[src/rtl/scg_pkg.sv]
// Constants of the system clock gear controller.
// Assumes a register bus with 32-bit words and byte address = 4 x index.
package scg_pkg;
  // Register indices, byte address is index times four
  localparam logic [9:0] IDX_CTRL0 = 10'h0E0;
  localparam logic [9:0] IDX_CTRL1 = 10'h0E1;
  localparam logic [9:0] IDX_CTRL2 = 10'h0E2;
  localparam logic [9:0] IDX_DBL0 = 10'h0F8;
  localparam logic [9:0] IDX_SUPPLY = 10'h449;
  // Reset values
  localparam logic [7:0] RST_CTRL0 = 8'hE0;
  localparam logic [7:0] RST_CTRL1 = 8'h04;
  localparam logic [7:0] RST_CTRL2 = 8'h2C;
  localparam logic [7:0] RST_DBL0 = 8'h00;
  localparam logic [7:0] RST_SUPPLY = 8'h00;
  // Writable bit masks
  localparam logic [7:0] MSK_CTRL1 = 8'h0F;
  localparam logic [7:0] MSK_CTRL2 = 8'h7F;
  localparam logic [7:0] MSK_DBL0 = 8'hD0;
  localparam logic [7:0] MSK_SUPPLY = 8'h0F;
  // Control 0 fields
  localparam int HI_EN_B = 7;
  localparam int LO_EN_B = 6;
  localparam int HI_AFTER_B = 5;
  localparam int LO_AFTER_B = 4;
  localparam int AFTER_SEL_B = 3;
  localparam int WUF_B = 2;
  // Control 1 fields
  localparam int SRC_B = 3;
  localparam int GEAR_LSB = 0;
  localparam logic [2:0] GEAR_DIV16 = 3'h4;
  // Control 2 fields
  localparam int WUP_LSB = 4;
  localparam int HALT_LSB = 2;
  localparam int STANDBY_DRIVE_SELECT_B = 1;
  localparam int STANDBY_PIN_HOLD_B = 0;
  // Doubler fields
  localparam int ACT_LSB = 6;
  localparam int LOCKF_B = 5;
  localparam int LOCKT_B = 4;
  localparam logic [1:0] ACT_STOP = 2'h0;
  localparam logic [1:0] ACT_LOCKUP = 2'h1;
  // Timing counts in oscillator cycles
  localparam int WUP8_CNT = 256;
  localparam int WUP14_CNT = 16384;
  localparam int WUP16_CNT = 65536;
  localparam int LOCK12_CNT = 4096;
  localparam int LOCK10_CNT = 1024;
  // Bus answers
  localparam logic [1:0] RESP_OKAY = 2'h0;
  localparam logic [1:0] RESP_SLVERR = 2'h2;
  typedef enum logic [1:0] {
    CFG_SINGLE = 2'b00,
    CFG_DUAL = 2'b01,
    CFG_TRIPLE = 2'b10
  } scg_cfg_t;
endpackage

[src/rtl/scg_clk_if.sv]
// Carrier between the register block and the clock generator.
// Assumes both ends run on the same system clock.
interface scg_clk_if;
  logic hi_osc_pin;
  logic lo_osc_pin;
  logic src_sel;
  logic [2:0] gear;
  logic hi_rise;
  logic lo_rise;
  logic main_clk;
  logic state_clk;
  modport ctl (output hi_osc_pin, lo_osc_pin, src_sel, gear,
    input hi_rise, lo_rise, main_clk, state_clk);
  modport gen (input hi_osc_pin, lo_osc_pin, src_sel, gear,
    output hi_rise, lo_rise, main_clk, state_clk);
endinterface

[src/rtl/scg_gear.sv]
// Clock gear and source switch producing main and state clock levels.
// Assumes oscillator inputs toggle slower than half the system clock.
module scg_gear (
  input wire logic i_clk,
  input wire logic i_nrst,
  scg_clk_if.gen bus
);
  typedef struct packed {
    logic [2:0] hi_s;
    logic [2:0] lo_s;
    logic act_src;
    logic [2:0] act_gear;
    logic [3:0] cnt;
    logic mclk;
    logic sclk;
    logic skip;
  } scg_gear_st_t;

  scg_gear_st_t st_r;
  scg_gear_st_t st_nxt;
  logic [3:0] lim;
  logic tick;

  always_comb begin
    st_nxt = st_r;
    st_nxt.hi_s = {st_r.hi_s[1:0], bus.hi_osc_pin};
    st_nxt.lo_s = {st_r.lo_s[1:0], bus.lo_osc_pin};
    case (st_r.act_gear)
      3'h0: lim = 4'h0;
      3'h1: lim = 4'h1;
      3'h2: lim = 4'h3;
      3'h3: lim = 4'h7;
      default: lim = 4'hF;
    endcase
    if (st_r.act_src) begin
      tick = st_r.lo_s[1] ^ st_r.lo_s[2];
    end else begin
      tick = st_r.hi_s[1] ^ st_r.hi_s[2];
    end
    if (tick && st_r.skip) begin
      // First edge of a new source may be partial
      st_nxt.skip = 1'b0;
    end else if (tick) begin
      if (st_r.act_src || st_r.cnt == lim) begin
        st_nxt.cnt = 4'h0;
        st_nxt.mclk = ~st_r.mclk;
        if (st_r.mclk) begin
          // Settings change only at a falling edge
          st_nxt.act_src = bus.src_sel;
          st_nxt.act_gear = bus.gear;
          st_nxt.skip = bus.src_sel ^ st_r.act_src;
        end else begin
          st_nxt.sclk = ~st_r.sclk;
        end
      end else begin
        st_nxt.cnt = st_r.cnt + 4'h1;
      end
    end
  end

  always_ff @(posedge i_clk or negedge i_nrst) begin
    if (!i_nrst) begin
      st_r <= '0;
      st_r.act_gear <= scg_pkg::GEAR_DIV16;
    end else begin
      st_r <= st_nxt;
    end
  end

  assign bus.hi_rise = st_r.hi_s[1] & ~st_r.hi_s[2];
  assign bus.lo_rise = st_r.lo_s[1] & ~st_r.lo_s[2];
  assign bus.main_clk = st_r.mclk;
  assign bus.state_clk = st_r.sclk;
endmodule // scg_gear

[src/rtl/scg_top.sv]
// System clock gear controller with AXI4-Lite register access.
// Assumes oscillator pins are asynchronous and stop release is a pulse.
module scg_top #(
  parameter int WUP14 = scg_pkg::WUP14_CNT,
  parameter int WUP16 = scg_pkg::WUP16_CNT
) (
  input wire logic i_clk,
  input wire logic i_nrst,
  input wire logic [11:0] s_axi_awaddr,
  input wire logic [2:0] s_axi_awprot,
  input wire logic s_axi_awvalid,
  output logic s_axi_awready,
  input wire logic [31:0] s_axi_wdata,
  input wire logic [3:0] s_axi_wstrb,
  input wire logic s_axi_wvalid,
  output logic s_axi_wready,
  output logic [1:0] s_axi_bresp,
  output logic s_axi_bvalid,
  input wire logic s_axi_bready,
  input wire logic [11:0] s_axi_araddr,
  input wire logic [2:0] s_axi_arprot,
  input wire logic s_axi_arvalid,
  output logic s_axi_arready,
  output logic [31:0] s_axi_rdata,
  output logic [1:0] s_axi_rresp,
  output logic s_axi_rvalid,
  input wire logic s_axi_rready,
  input wire logic i_hi_osc_pin_a,
  input wire logic i_lo_osc_pin_a,
  input wire logic i_stop_release,
  output logic o_hi_osc_enable,
  output logic o_lo_osc_enable,
  output logic o_main_system_clock,
  output logic o_state_clock,
  output logic [1:0] o_clock_config,
  output logic [1:0] o_doubler_action,
  output logic [1:0] o_halt_kind,
  output logic o_standby_drive_select,
  output logic o_standby_pin_hold,
  output logic [3:0] o_supply_select
);
  typedef struct packed {
    logic [7:0] ctrl0;
    logic [7:0] ctrl1;
    logic [7:0] ctrl2;
    logic [7:0] dbl0;
    logic [7:0] supply;
    logic wup_busy;
    logic [15:0] wup_cnt;
    logic lock_busy;
    logic [11:0] lock_cnt;
    logic aw_hold;
    logic [9:0] aw_idx;
    logic w_hold;
    logic [7:0] w_data;
    logic w_lane0;
    logic bvalid;
    logic [1:0] bresp;
    logic rvalid;
    logic [7:0] rdata;
    logic [1:0] rresp;
  } scg_top_st_t;

  scg_top_st_t st_r;
  scg_top_st_t st_nxt;
  scg_clk_if clk_if ();
  logic wup_tick;
  logic [15:0] wup_last;
  logic [11:0] lock_last;
  logic [9:0] ridx;
  logic [7:0] wv;

  scg_gear u_gear (
    .i_clk(i_clk),
    .i_nrst(i_nrst),
    .bus(clk_if.gen)
  );

  assign clk_if.hi_osc_pin = i_hi_osc_pin_a;
  assign clk_if.lo_osc_pin = i_lo_osc_pin_a;
  assign clk_if.src_sel = st_r.ctrl1[scg_pkg::SRC_B];
  assign clk_if.gear = st_r.ctrl1[scg_pkg::GEAR_LSB +: 3];

  always_comb begin
    st_nxt = st_r;
    wv = st_r.w_data;
    ridx = s_axi_araddr[11:2];
    // Warm-up counts cycles of the oscillator being brought up
    if (st_r.ctrl1[scg_pkg::SRC_B]) begin
      wup_tick = clk_if.hi_rise;
    end else begin
      wup_tick = clk_if.lo_rise;
    end
    case (st_r.ctrl2[scg_pkg::WUP_LSB +: 2])
      2'h2: wup_last = 16'(WUP14 - 1);
      2'h3: wup_last = 16'(WUP16 - 1);
      default: wup_last = 16'(scg_pkg::WUP8_CNT - 1);
    endcase
    if (st_r.dbl0[scg_pkg::LOCKT_B]) begin
      lock_last = 12'(scg_pkg::LOCK10_CNT - 1);
    end else begin
      lock_last = 12'(scg_pkg::LOCK12_CNT - 1);
    end
    if (st_r.wup_busy && wup_tick) begin
      st_nxt.wup_cnt = st_r.wup_cnt + 16'h0001;
      if (st_r.wup_cnt == wup_last) begin
        st_nxt.wup_busy = 1'b0;
      end
    end
    if (st_r.lock_busy && clk_if.hi_rise) begin
      st_nxt.lock_cnt = st_r.lock_cnt + 12'h001;
      if (st_r.lock_cnt == lock_last) begin
        st_nxt.lock_busy = 1'b0;
      end
    end
    // Release from stop restores the chosen oscillators and source
    if (i_stop_release) begin
      st_nxt.ctrl0[scg_pkg::HI_EN_B] = st_r.ctrl0[scg_pkg::HI_AFTER_B];
      st_nxt.ctrl0[scg_pkg::LO_EN_B] = st_r.ctrl0[scg_pkg::LO_AFTER_B];
      st_nxt.ctrl1[scg_pkg::SRC_B] = st_r.ctrl0[scg_pkg::AFTER_SEL_B];
    end
    // Write channel capture, either order
    if (s_axi_awvalid && s_axi_awready) begin
      st_nxt.aw_hold = 1'b1;
      st_nxt.aw_idx = s_axi_awaddr[11:2];
    end
    if (s_axi_wvalid && s_axi_wready) begin
      st_nxt.w_hold = 1'b1;
      st_nxt.w_data = s_axi_wdata[7:0];
      st_nxt.w_lane0 = s_axi_wstrb[0];
    end
    if (st_r.aw_hold && st_r.w_hold) begin
      st_nxt.aw_hold = 1'b0;
      st_nxt.w_hold = 1'b0;
      st_nxt.bvalid = 1'b1;
      st_nxt.bresp = scg_pkg::RESP_OKAY;
      if (st_r.aw_idx == scg_pkg::IDX_CTRL0) begin
        if (st_r.w_lane0) begin
          st_nxt.ctrl0 = {wv[7:3], 1'b0, wv[1:0]};
          if (wv[scg_pkg::WUF_B]) begin
            st_nxt.wup_busy = 1'b1;
            st_nxt.wup_cnt = 16'h0000;
          end
        end
      end else if (st_r.aw_idx == scg_pkg::IDX_CTRL1) begin
        if (st_r.w_lane0) begin
          st_nxt.ctrl1 = wv & scg_pkg::MSK_CTRL1;
        end
      end else if (st_r.aw_idx == scg_pkg::IDX_CTRL2) begin
        if (st_r.w_lane0) begin
          st_nxt.ctrl2 = wv & scg_pkg::MSK_CTRL2;
        end
      end else if (st_r.aw_idx == scg_pkg::IDX_DBL0) begin
        if (st_r.w_lane0) begin
          st_nxt.dbl0 = wv & scg_pkg::MSK_DBL0;
          if (wv[scg_pkg::ACT_LSB +: 2] == scg_pkg::ACT_LOCKUP &&
              st_r.dbl0[scg_pkg::ACT_LSB +: 2] == scg_pkg::ACT_STOP) begin
            st_nxt.lock_busy = 1'b1;
            st_nxt.lock_cnt = 12'h000;
          end
        end
      end else if (st_r.aw_idx == scg_pkg::IDX_SUPPLY) begin
        if (st_r.w_lane0) begin
          st_nxt.supply = wv & scg_pkg::MSK_SUPPLY;
        end
      end else begin
        st_nxt.bresp = scg_pkg::RESP_SLVERR;
      end
    end
    if (st_r.bvalid && s_axi_bready) begin
      st_nxt.bvalid = 1'b0;
    end
    // Read channel
    if (st_r.rvalid && s_axi_rready) begin
      st_nxt.rvalid = 1'b0;
    end
    if (s_axi_arvalid && s_axi_arready) begin
      st_nxt.rvalid = 1'b1;
      st_nxt.rresp = scg_pkg::RESP_OKAY;
      if (ridx == scg_pkg::IDX_CTRL0) begin
        st_nxt.rdata = st_r.ctrl0;
        st_nxt.rdata[scg_pkg::WUF_B] = st_r.wup_busy;
      end else if (ridx == scg_pkg::IDX_CTRL1) begin
        st_nxt.rdata = st_r.ctrl1;
      end else if (ridx == scg_pkg::IDX_CTRL2) begin
        st_nxt.rdata = st_r.ctrl2;
      end else if (ridx == scg_pkg::IDX_DBL0) begin
        st_nxt.rdata = st_r.dbl0;
        st_nxt.rdata[scg_pkg::LOCKF_B] = st_r.lock_busy;
      end else if (ridx == scg_pkg::IDX_SUPPLY) begin
        st_nxt.rdata = st_r.supply;
      end else begin
        st_nxt.rdata = 8'h00;
        st_nxt.rresp = scg_pkg::RESP_SLVERR;
      end
    end
  end

  always_ff @(posedge i_clk or negedge i_nrst) begin
    if (!i_nrst) begin
      st_r <= '0;
      st_r.ctrl0 <= scg_pkg::RST_CTRL0;
      st_r.ctrl1 <= scg_pkg::RST_CTRL1;
      st_r.ctrl2 <= scg_pkg::RST_CTRL2;
      st_r.dbl0 <= scg_pkg::RST_DBL0;
      st_r.supply <= scg_pkg::RST_SUPPLY;
    end else begin
      st_r <= st_nxt;
    end
  end

  assign s_axi_awready = ~st_r.aw_hold & ~st_r.bvalid;
  assign s_axi_wready = ~st_r.w_hold & ~st_r.bvalid;
  assign s_axi_bvalid = st_r.bvalid;
  assign s_axi_bresp = st_r.bresp;
  assign s_axi_arready = ~st_r.rvalid;
  assign s_axi_rvalid = st_r.rvalid;
  assign s_axi_rresp = st_r.rresp;
  assign s_axi_rdata = {24'h000000, st_r.rdata};

  assign o_hi_osc_enable = st_r.ctrl0[scg_pkg::HI_EN_B];
  assign o_lo_osc_enable = st_r.ctrl0[scg_pkg::LO_EN_B];
  assign o_main_system_clock = clk_if.main_clk;
  assign o_state_clock = clk_if.state_clk;
  assign o_doubler_action = st_r.dbl0[scg_pkg::ACT_LSB +: 2];
  assign o_halt_kind = st_r.ctrl2[scg_pkg::HALT_LSB +: 2];
  assign o_standby_drive_select = st_r.ctrl2[scg_pkg::STANDBY_DRIVE_SELECT_B];
  assign o_standby_pin_hold = st_r.ctrl2[scg_pkg::STANDBY_PIN_HOLD_B];
  assign o_supply_select = st_r.supply[3:0];

  // Configuration seen from the doubler action and the low oscillator enable
  always_comb begin
    if (st_r.dbl0[scg_pkg::ACT_LSB +: 2] != scg_pkg::ACT_STOP) begin
      o_clock_config = scg_pkg::CFG_TRIPLE;
    end else if (st_r.ctrl0[scg_pkg::LO_EN_B]) begin
      o_clock_config = scg_pkg::CFG_DUAL;
    end else begin
      o_clock_config = scg_pkg::CFG_SINGLE;
    end
  end
endmodule // scg_top

[config.mk]
export PLATFORM = sky130hd
export DESIGN_NAME = scg_top
export DESIGN_NICKNAME = d
export VERILOG_FILES = /design/src/rtl/scg_pkg.sv /design/src/rtl/scg_clk_if.sv /design/src/rtl/scg_gear.sv /design/src/rtl/scg_top.sv
export SDC_FILE = /design/constraint.sdc
export NUM_CORES = 1
export LEC_CHECK = 0
export BUFFER_PORTS_ARGS = -buffer_cell sky130_fd_sc_hd__buf_2
export CORE_MARGIN = 2
export CORE_UTILIZATION = 53
export CTS_CLUSTER_SIZE = 14
export DETAILED_ROUTE_END_ITERATION = 7
export GPL_TIMING_DRIVEN = 0
export MAX_ROUTING_LAYER = met4
export PLACE_DENSITY = 0.8
export SLEW_MARGIN = 20
export SYNTH_ARGS = -nofsm -noshare
export SYNTH_HDL_FRONTEND = slang
export SYNTH_SLANG_ARGS = --single-unit
[constraint.sdc]
create_clock -name i_clk -period 2.8 [get_ports i_clk]
set_clock_uncertainty 0.05 [all_clocks]
set_input_delay 0.56 -clock i_clk [delete_from_list [all_inputs] [get_ports i_clk]]
set_output_delay 0.56 -clock i_clk [all_outputs]
set_load 0.02 [all_outputs]
==> impl_metrics.env, run 1 <==
export IMPL_status="finished, final reports clean"
export IMPL_clk_pin_slew_ps=90
export IMPL_post_drt_via_cell_ratio=5.148
export IMPL_area_growth_pct=16.57
export IMPL_diodes=0
export IMPL_worstPathRequired_ps=3000
export IMPL_synthesis_area_mm2=0.005186
export IMPL_fin_nets=679
export IMPL_port_buffers=69
export IMPL_fmax_mhz=450.0
export IMPL_p_switching_w=0.001183
export IMPL_dr_pass1_iters=5
export IMPL_synth_edf_count=0
export IMPL_rsz0062_at_grt="false"
export IMPL_numCtsBuffers=9
export IMPL_drc=0
export IMPL_grtUsageTotal_pct=21.31
export IMPL_slew_viol_final=0
export IMPL_power_internal_w=0.002632
export IMPL_dieWidth_um=102.9
export IMPL_cts_root_buf="clkbuf_8"
export IMPL_arrival_ps=2430
export IMPL_powerDensity_mw_per_mm2=631.1
export IMPL_antenna_found_initial=0
export IMPL_synthTopCellsByArea="dfrtp_1 47%, mux2_1 8.7%, buf_4 6.4%"
export IMPL_htree_num_levels=3
export IMPL_final_util_pct=62.72
export IMPL_synthDistinctLibCells=58
export IMPL_hold_class="input port to asynchronous set/reset pin"
export IMPL_start_util_pct=53.80
export IMPL_grt_max_degree=69
export IMPL_dieArea_mm2=0.01059
export IMPL_synth_area_per_cell_um2=10.54
export IMPL_final_cell_area_mm2=0.006046
export IMPL_power_frac_clock_pct=27.0
export IMPL_holdWs_ps=26.07
export IMPL_ys_seq_area_share_pct=50.86
export IMPL_max_slew_margin_rel_pct=39.53
export IMPL_switching_share_pct=31.02
export IMPL_synth_seq_cells=105
export IMPL_yosys_most_used_dff="dfrtp_1"
export IMPL_report_final_setup_viol=0
export IMPL_path_class="register to register"
export IMPL_drtAntennaViolNets=0
export IMPL_grt_ovfl_total=0
export IMPL_place_gp_congestion=0.8936
export IMPL_ctsResizeCount=0
export IMPL_synth_top_cell_by_area="dfrtp_1"
export IMPL_finalCriticalPeriod_ps=2222
export IMPL_final_period_utilization_pct=79.36
export IMPL_vias=3789
export IMPL_yosysWarnings=0
export IMPL_clock_latency_ps=380
export IMPL_dp_hpwl_um=7912
export IMPL_drt_iter0_markers=174
export IMPL_grt_pass1_vias=3593
export IMPL_grt_pass1_wl_um=17040
export IMPL_hold_buffers=0
export IMPL_finalSetupTns_ps=0
export IMPL_tritoncts="done"
export IMPL_pwr_share_seq_pct=51.2
export IMPL_finalHoldViolCount=0
export IMPL_startpoint_type="register"
export IMPL_post_cts_setup_buffer_count=0
export IMPL_placed_area_mm2=0.005826
export IMPL_synth_most_common_cell="dfrtp_1"
export IMPL_worstPathMaxFanout=6
export IMPL_yosysTopAreaCellShare_pct=46.80
export IMPL_cts_sinks=105
export IMPL_power_leakage_nw=2.982
export IMPL_synthTopCellsByCount="97 x dfrtp_1, 55 x nor2_1, 44 x buf_4"
export IMPL_clockBufferDepth=2
export IMPL_io_pins=133
export IMPL_layout_drive_gt1_share_pct=25.04
export IMPL_vdd_ir_drop_worst_uv=499.4
export IMPL_drt_wl_total_um=10450
export IMPL_r2r_slack_ps=580
export IMPL_core_area_mm2=0.009639
export IMPL_end_kind="register"
export IMPL_num_rows=36
export IMPL_fp_dieH_um=102.9
export IMPL_syn_inst=492
export IMPL_fillerInstances=799
export IMPL_stdcell_count=736
export IMPL_tightest_slew_ps=898.7
export IMPL_comb_power_share_pct=21.8
export IMPL_maxCapViolCount=0
export IMPL_wl_per_cell_um=14.19
export IMPL_post_place_cells=720
export IMPL_synthArstFlopShare_pct=100.0
[power by group through the flow]
stage	Clock, W	Sequential, W	Combinational [W]
4_1_cts	0.00105	0.00196	0.000839
3_5_place_dp	0	0.00199	0.000836
5_1_grt	0.00111	0.00200	0.000931
3_3_place_gp	0	0.00197	0.000800
2_1_floorplan	0	0.00195	0.000587
6_report	0.00103	0.00195	0.000831
[cells by family (layout without fill, tap and decap cells)]
| logic type | after synthesis | after routing | share of synthesized area [%] |
|---|---|---|---|
| other | 1 | 26 | 0.07231 |
| buffers and inverters | 68 | 154 | 8.203 |
| adders and majority gates | 5 | 5 | 1.206 |
| muxes | 47 | 47 | 10.13 |
| and+or+nand+nor | 166 | 166 | 16.33 |
| xor gates and xnor gates | 28 | 28 | 4.729 |
| DFF | 105 | 105 | 50.86 |
| AOI/OAI and AO/OA | 72 | 72 | 8.468 |
[layout by cell type (no fill, tap or decap), types with 3 or more instances in the layout]
cell	n
and2_1	5
ha_1	5
a21oi_1	20
a22oi_1	3
mux2_1	40
buf_2	72
inv_1	14
conb_1	26
xnor2_1	14
xor2_1	14
nand3_1	16
and3_1	8
clkbuf_8	9
nor3_1	6
dfrtp_1	97
buf_4	44
mux2i_1	6
nand4_1	9
nor2_1	55
o21ai_1	17
o21ai_0	7
or4_1	3
clkbuf_1	6
o31ai_1	4
a31oi_1	4
o211ai_1	3
dfstp_2	8
nand2b_1	5
nand2_1	35
[final timing paths]
| path | startpoint | end | depth (start not counted) |
|---|---|---|---|
| hold / removal | i_nrst | st_r[38] | 1 |
| setup / recovery | u_gear.st_nxt[13] | u_gear.st_r[8] | 6 |
| max in group asynchronous | i_nrst | o_lo_osc_enable | 2 |
| min in group i_clk | i_lo_osc_pin_a | u_gear.st_nxt[12] | 1 |
| setup reg to reg | u_gear.st_nxt[13] | u_gear.st_r[8] | 6 |
| hold reg to reg | u_gear.st_nxt[12] | u_gear.st_nxt[13] | 0 |
[routing by layer]
| layer | wire, µm | vias up | track usage, % |
|---|---|---|---|
| li1 | - | 1852 | - |
| met5 | 0 | - | - |
| met2 | 5143 | 103 | 34.42 |
| met3 | 554 | 15 | 5.492 |
| met1 | 4612 | 1819 | 27.10 |
| met4 | 137 | 0 | 5.162 |
[flip-flops by register name, indices dropped and copies added (netlist names), 2 cells and up]
name and cells:
st_r 52, o_halt_kind 2, s_axi_rdata 8, o_supply_select 4
u_gear.st_r 11, wv 8, u_gear.st_nxt 4, clk_if.gear 3
o_doubler_action 2
[worst max-delay path, cell delays in order, from the launching register on]
cell	delay (ps)
dfrtp_1	410
ha_1	310
mux2_4	270
nor2_1	220
and2_1	290
o211ai_1	190
mux2_1	360
[cell type report]
class                      count  area, µm²  share of cell area (%)
sequential                   105       2638                   43.63
buffer                        52      365.4                   6.043
timing repair buffer          70      379.1                   6.271
clock inverter                 5      88.84                   1.469
clock buffer                  11      131.4                   2.173
multi-input combinational    344       2217                   36.67
inverter                      16      60.06                  0.9934
tap                          133      166.4                   2.752
[per-stage QoR]
stage / power, W / setup slack [ps]
after detailed placement: 0.002821 / 624.8
after global placement: 0.002771 / 51.26
final: 0.003816 / 578.0
after floorplan: 0.002538 / 775.0
after global routing: 0.004039 / 415.6
after CTS: 0.003847 / 595.2
Power figures use the tool's default switching activity.
==> run 2, diff against run 1 <==
==> constraint.sdc (replaced) <==
create_clock -name i_clk -period 2.1 [get_ports i_clk]
set_clock_uncertainty 0.05 [all_clocks]
set_input_delay 0.42 -clock i_clk [delete_from_list [all_inputs] [get_ports i_clk]]
set_output_delay 0.42 -clock i_clk [all_outputs]
set_load 0.02 [all_outputs]
==> impl_metrics.env, run 2 (synthesis gave the netlist of run 1 again) <==
export IMPL_status="finished, final reports clean"
export IMPL_start_util_pct=53.80
export IMPL_post_drt_via_cell_ratio=5.166
export IMPL_report_final_setup_viol=0
export IMPL_drc=0
export IMPL_place_gp_congestion=0.8936
export IMPL_dp_hpwl_um=7912
export IMPL_clock_latency_ps=380
export IMPL_tightest_slew_ps=872.7
export IMPL_cts_root_buf="clkbuf_8"
export IMPL_final_cell_mix="97 x dfrtp_1, 69 x buf_2, 54 x nor2_1, 54 x buf_4, 40 x mux2_1"
export IMPL_fillerInstances=777
export IMPL_final_cell_area_mm2=0.006187
export IMPL_worstPathRequired_ps=2360
export IMPL_num_rows=36
export IMPL_slowest_stage="or4_4"
export IMPL_dp_slack_ps=-75.22
export IMPL_tritoncts="done"
export IMPL_port_buffers=69
export IMPL_max_stage_delay_ps=480
export IMPL_max_slew_margin_rel_pct=41.28
export IMPL_dieArea_mm2=0.01059
export IMPL_path_class="register to register"
export IMPL_final_util_pct=64.19
export IMPL_end_kind="register"
export IMPL_grt_pass1_vias=3591
export IMPL_drt_wl_total_um=10720
export IMPL_core_area_mm2=0.009639
export IMPL_arrival_ps=2320
export IMPL_maxCapViolCount=0
export IMPL_power_internal_w=0.003556
export IMPL_pwr_share_seq_pct=50.8
export IMPL_finalHoldViolCount=0
export IMPL_comb_power_share_pct=22.6
export IMPL_setup_slack_ps=44.72
export IMPL_largest_reg_flops=52
export IMPL_grt_pass1_wl_um=17270
export IMPL_powerDensity_mw_per_mm2=837.5
export IMPL_dr_pass1_iters=4
export IMPL_fp_dieH_um=102.9
export IMPL_vdd_ir_drop_worst_uv=656.2
export IMPL_grtUsageTotal_pct=21.64
export IMPL_fin_nets=688
export IMPL_numCtsBuffers=9
export IMPL_p_switching_w=0.001626
export IMPL_power_leakage_nw=3.067
export IMPL_multi_input_area_mm2=0.002281
export IMPL_antenna_found_initial=0
export IMPL_drt_iter0_markers=159
export IMPL_clockBufferDepth=2
export IMPL_startpoint_type="register"
export IMPL_top_regs="st_r x52, u_gear.st_r x11"
export IMPL_clk_pin_slew_ps=90
export IMPL_placed_area_mm2=0.005826
export IMPL_layout_drive_gt1_share_pct=26.96
export IMPL_grt_ovfl_total=0
export IMPL_worstPathMaxFanout=3
export IMPL_hold_class="input port to register"
export IMPL_grt_max_degree=69
export IMPL_cp_cell_sequence="ha_1 > mux2_4 > or2_4 > or4_4 > a21oi_2 > a211o_1"
export IMPL_wl_per_cell_um=14.39
export IMPL_drtAntennaViolNets=0
export IMPL_vias=3849
export IMPL_finalCriticalPeriod_ps=2055
export IMPL_htree_num_levels=3
export IMPL_diodes=0
export IMPL_final_period_utilization_pct=97.87
export IMPL_top_register="st_r"
export IMPL_power_frac_clock_pct=26.6
export IMPL_register_area_mm2=0.002638
export IMPL_layout_commonest_cell="dfrtp_1"
export IMPL_io_pins=133
export IMPL_fmax_mhz=486.6
export IMPL_slew_viol_final=0
export IMPL_switching_share_pct=31.37
export IMPL_area_growth_pct=19.30
export IMPL_cts_sinks=105
export IMPL_dieWidth_um=102.9
[run 2: cell type report]
| class | instances | share of cell area [%] |
|---|---|---|
| Buffer | 51 | 5.905 |
| Clock buffer | 11 | 2.123 |
| Clock inverter | 5 | 1.436 |
| Inverter | 16 | 0.9707 |
| Multi-Input combinational cell | 344 | 36.87 |
| Sequential cell | 105 | 42.63 |
| Tap cell | 133 | 2.690 |
| Timing Repair Buffer | 80 | 7.381 |
[run 2: timing repair]
item / CTS / global route
gates resized for setup: 5 / 10
setup buffers: 1 / 8
setup endpoints to repair: 17 / 40
hold endpoints to repair: 36 / 0
hold buffers: 1 / 0
pin swaps: 2 / 4
[run 2: power by group through the flow]
| stage | clock [W] | combinational (W) | sequential, W |
|---|---|---|---|
| finish | 0.00138 | 0.00117 | 0.00263 |
| global route | 0.00148 | 0.00130 | 0.00269 |
| CTS | 0.00140 | 0.00113 | 0.00262 |
| detailed placement | 0 | 0.00111 | 0.00265 |
| global placement | 0 | 0.00107 | 0.00263 |
| floorplan | 0 | 0.000782 | 0.00260 |
[run 2: worst paths after layout]
check	slack (ps)	endpoint	start	cells past startpoint
worst max register to register	40	u_gear.st_r[6]	u_gear.st_nxt[13]	6
worst max-delay path	40	u_gear.st_r[6]	u_gear.st_nxt[13]	6
worst min-delay path	100	u_gear.st_nxt[12]	i_lo_osc_pin_a	1
worst min register to register	300	u_gear.st_nxt[13]	u_gear.st_nxt[12]	0
min in group asynchronous	450	st_r[38]	i_nrst	2
max in group asynchronous	870	o_halt_kind[0]	i_nrst	3
[run 2: worst max-delay path, delay by kind of cell, from the launching register on]
kind,cells,cell delay [ps]
adders and majority gates,1,290
muxes,1,290
and+or+nand+nor,2,750
AOI/OAI and AO/OA,2,210
DFF,1,410
[run 2: metrics by stage]
| stage | power [W] | setup TNS (ps) | std cells | hold slack (ps) |
|---|---|---|---|---|
| after CTS | 0.005145 | -71.12 | 737 | 96.40 |
| after global routing | 0.005472 | -56.61 | 745 | 86.55 |
| after global placement | 0.003695 | -48860 | 719 | 283.2 |
| after floorplan | 0.003384 | 0 | 517 | 74.41 |
| after detailed placement | 0.003762 | -744.7 | 720 | 286.2 |
| final | 0.005182 | 0 | 745 | 100.8 |
[run 2: metal layers]
metal  share of wire [%]  wire length, µm  global-route usage [%]  vias up
met3                 5.8              618                   5.492       19
met2                  50             5334                   34.82      119
li1                    -                -                       -     1874
met4                 1.8              190                   5.567        0
met5                   0                0                       -        -
met1                  43             4580                   27.55     1837
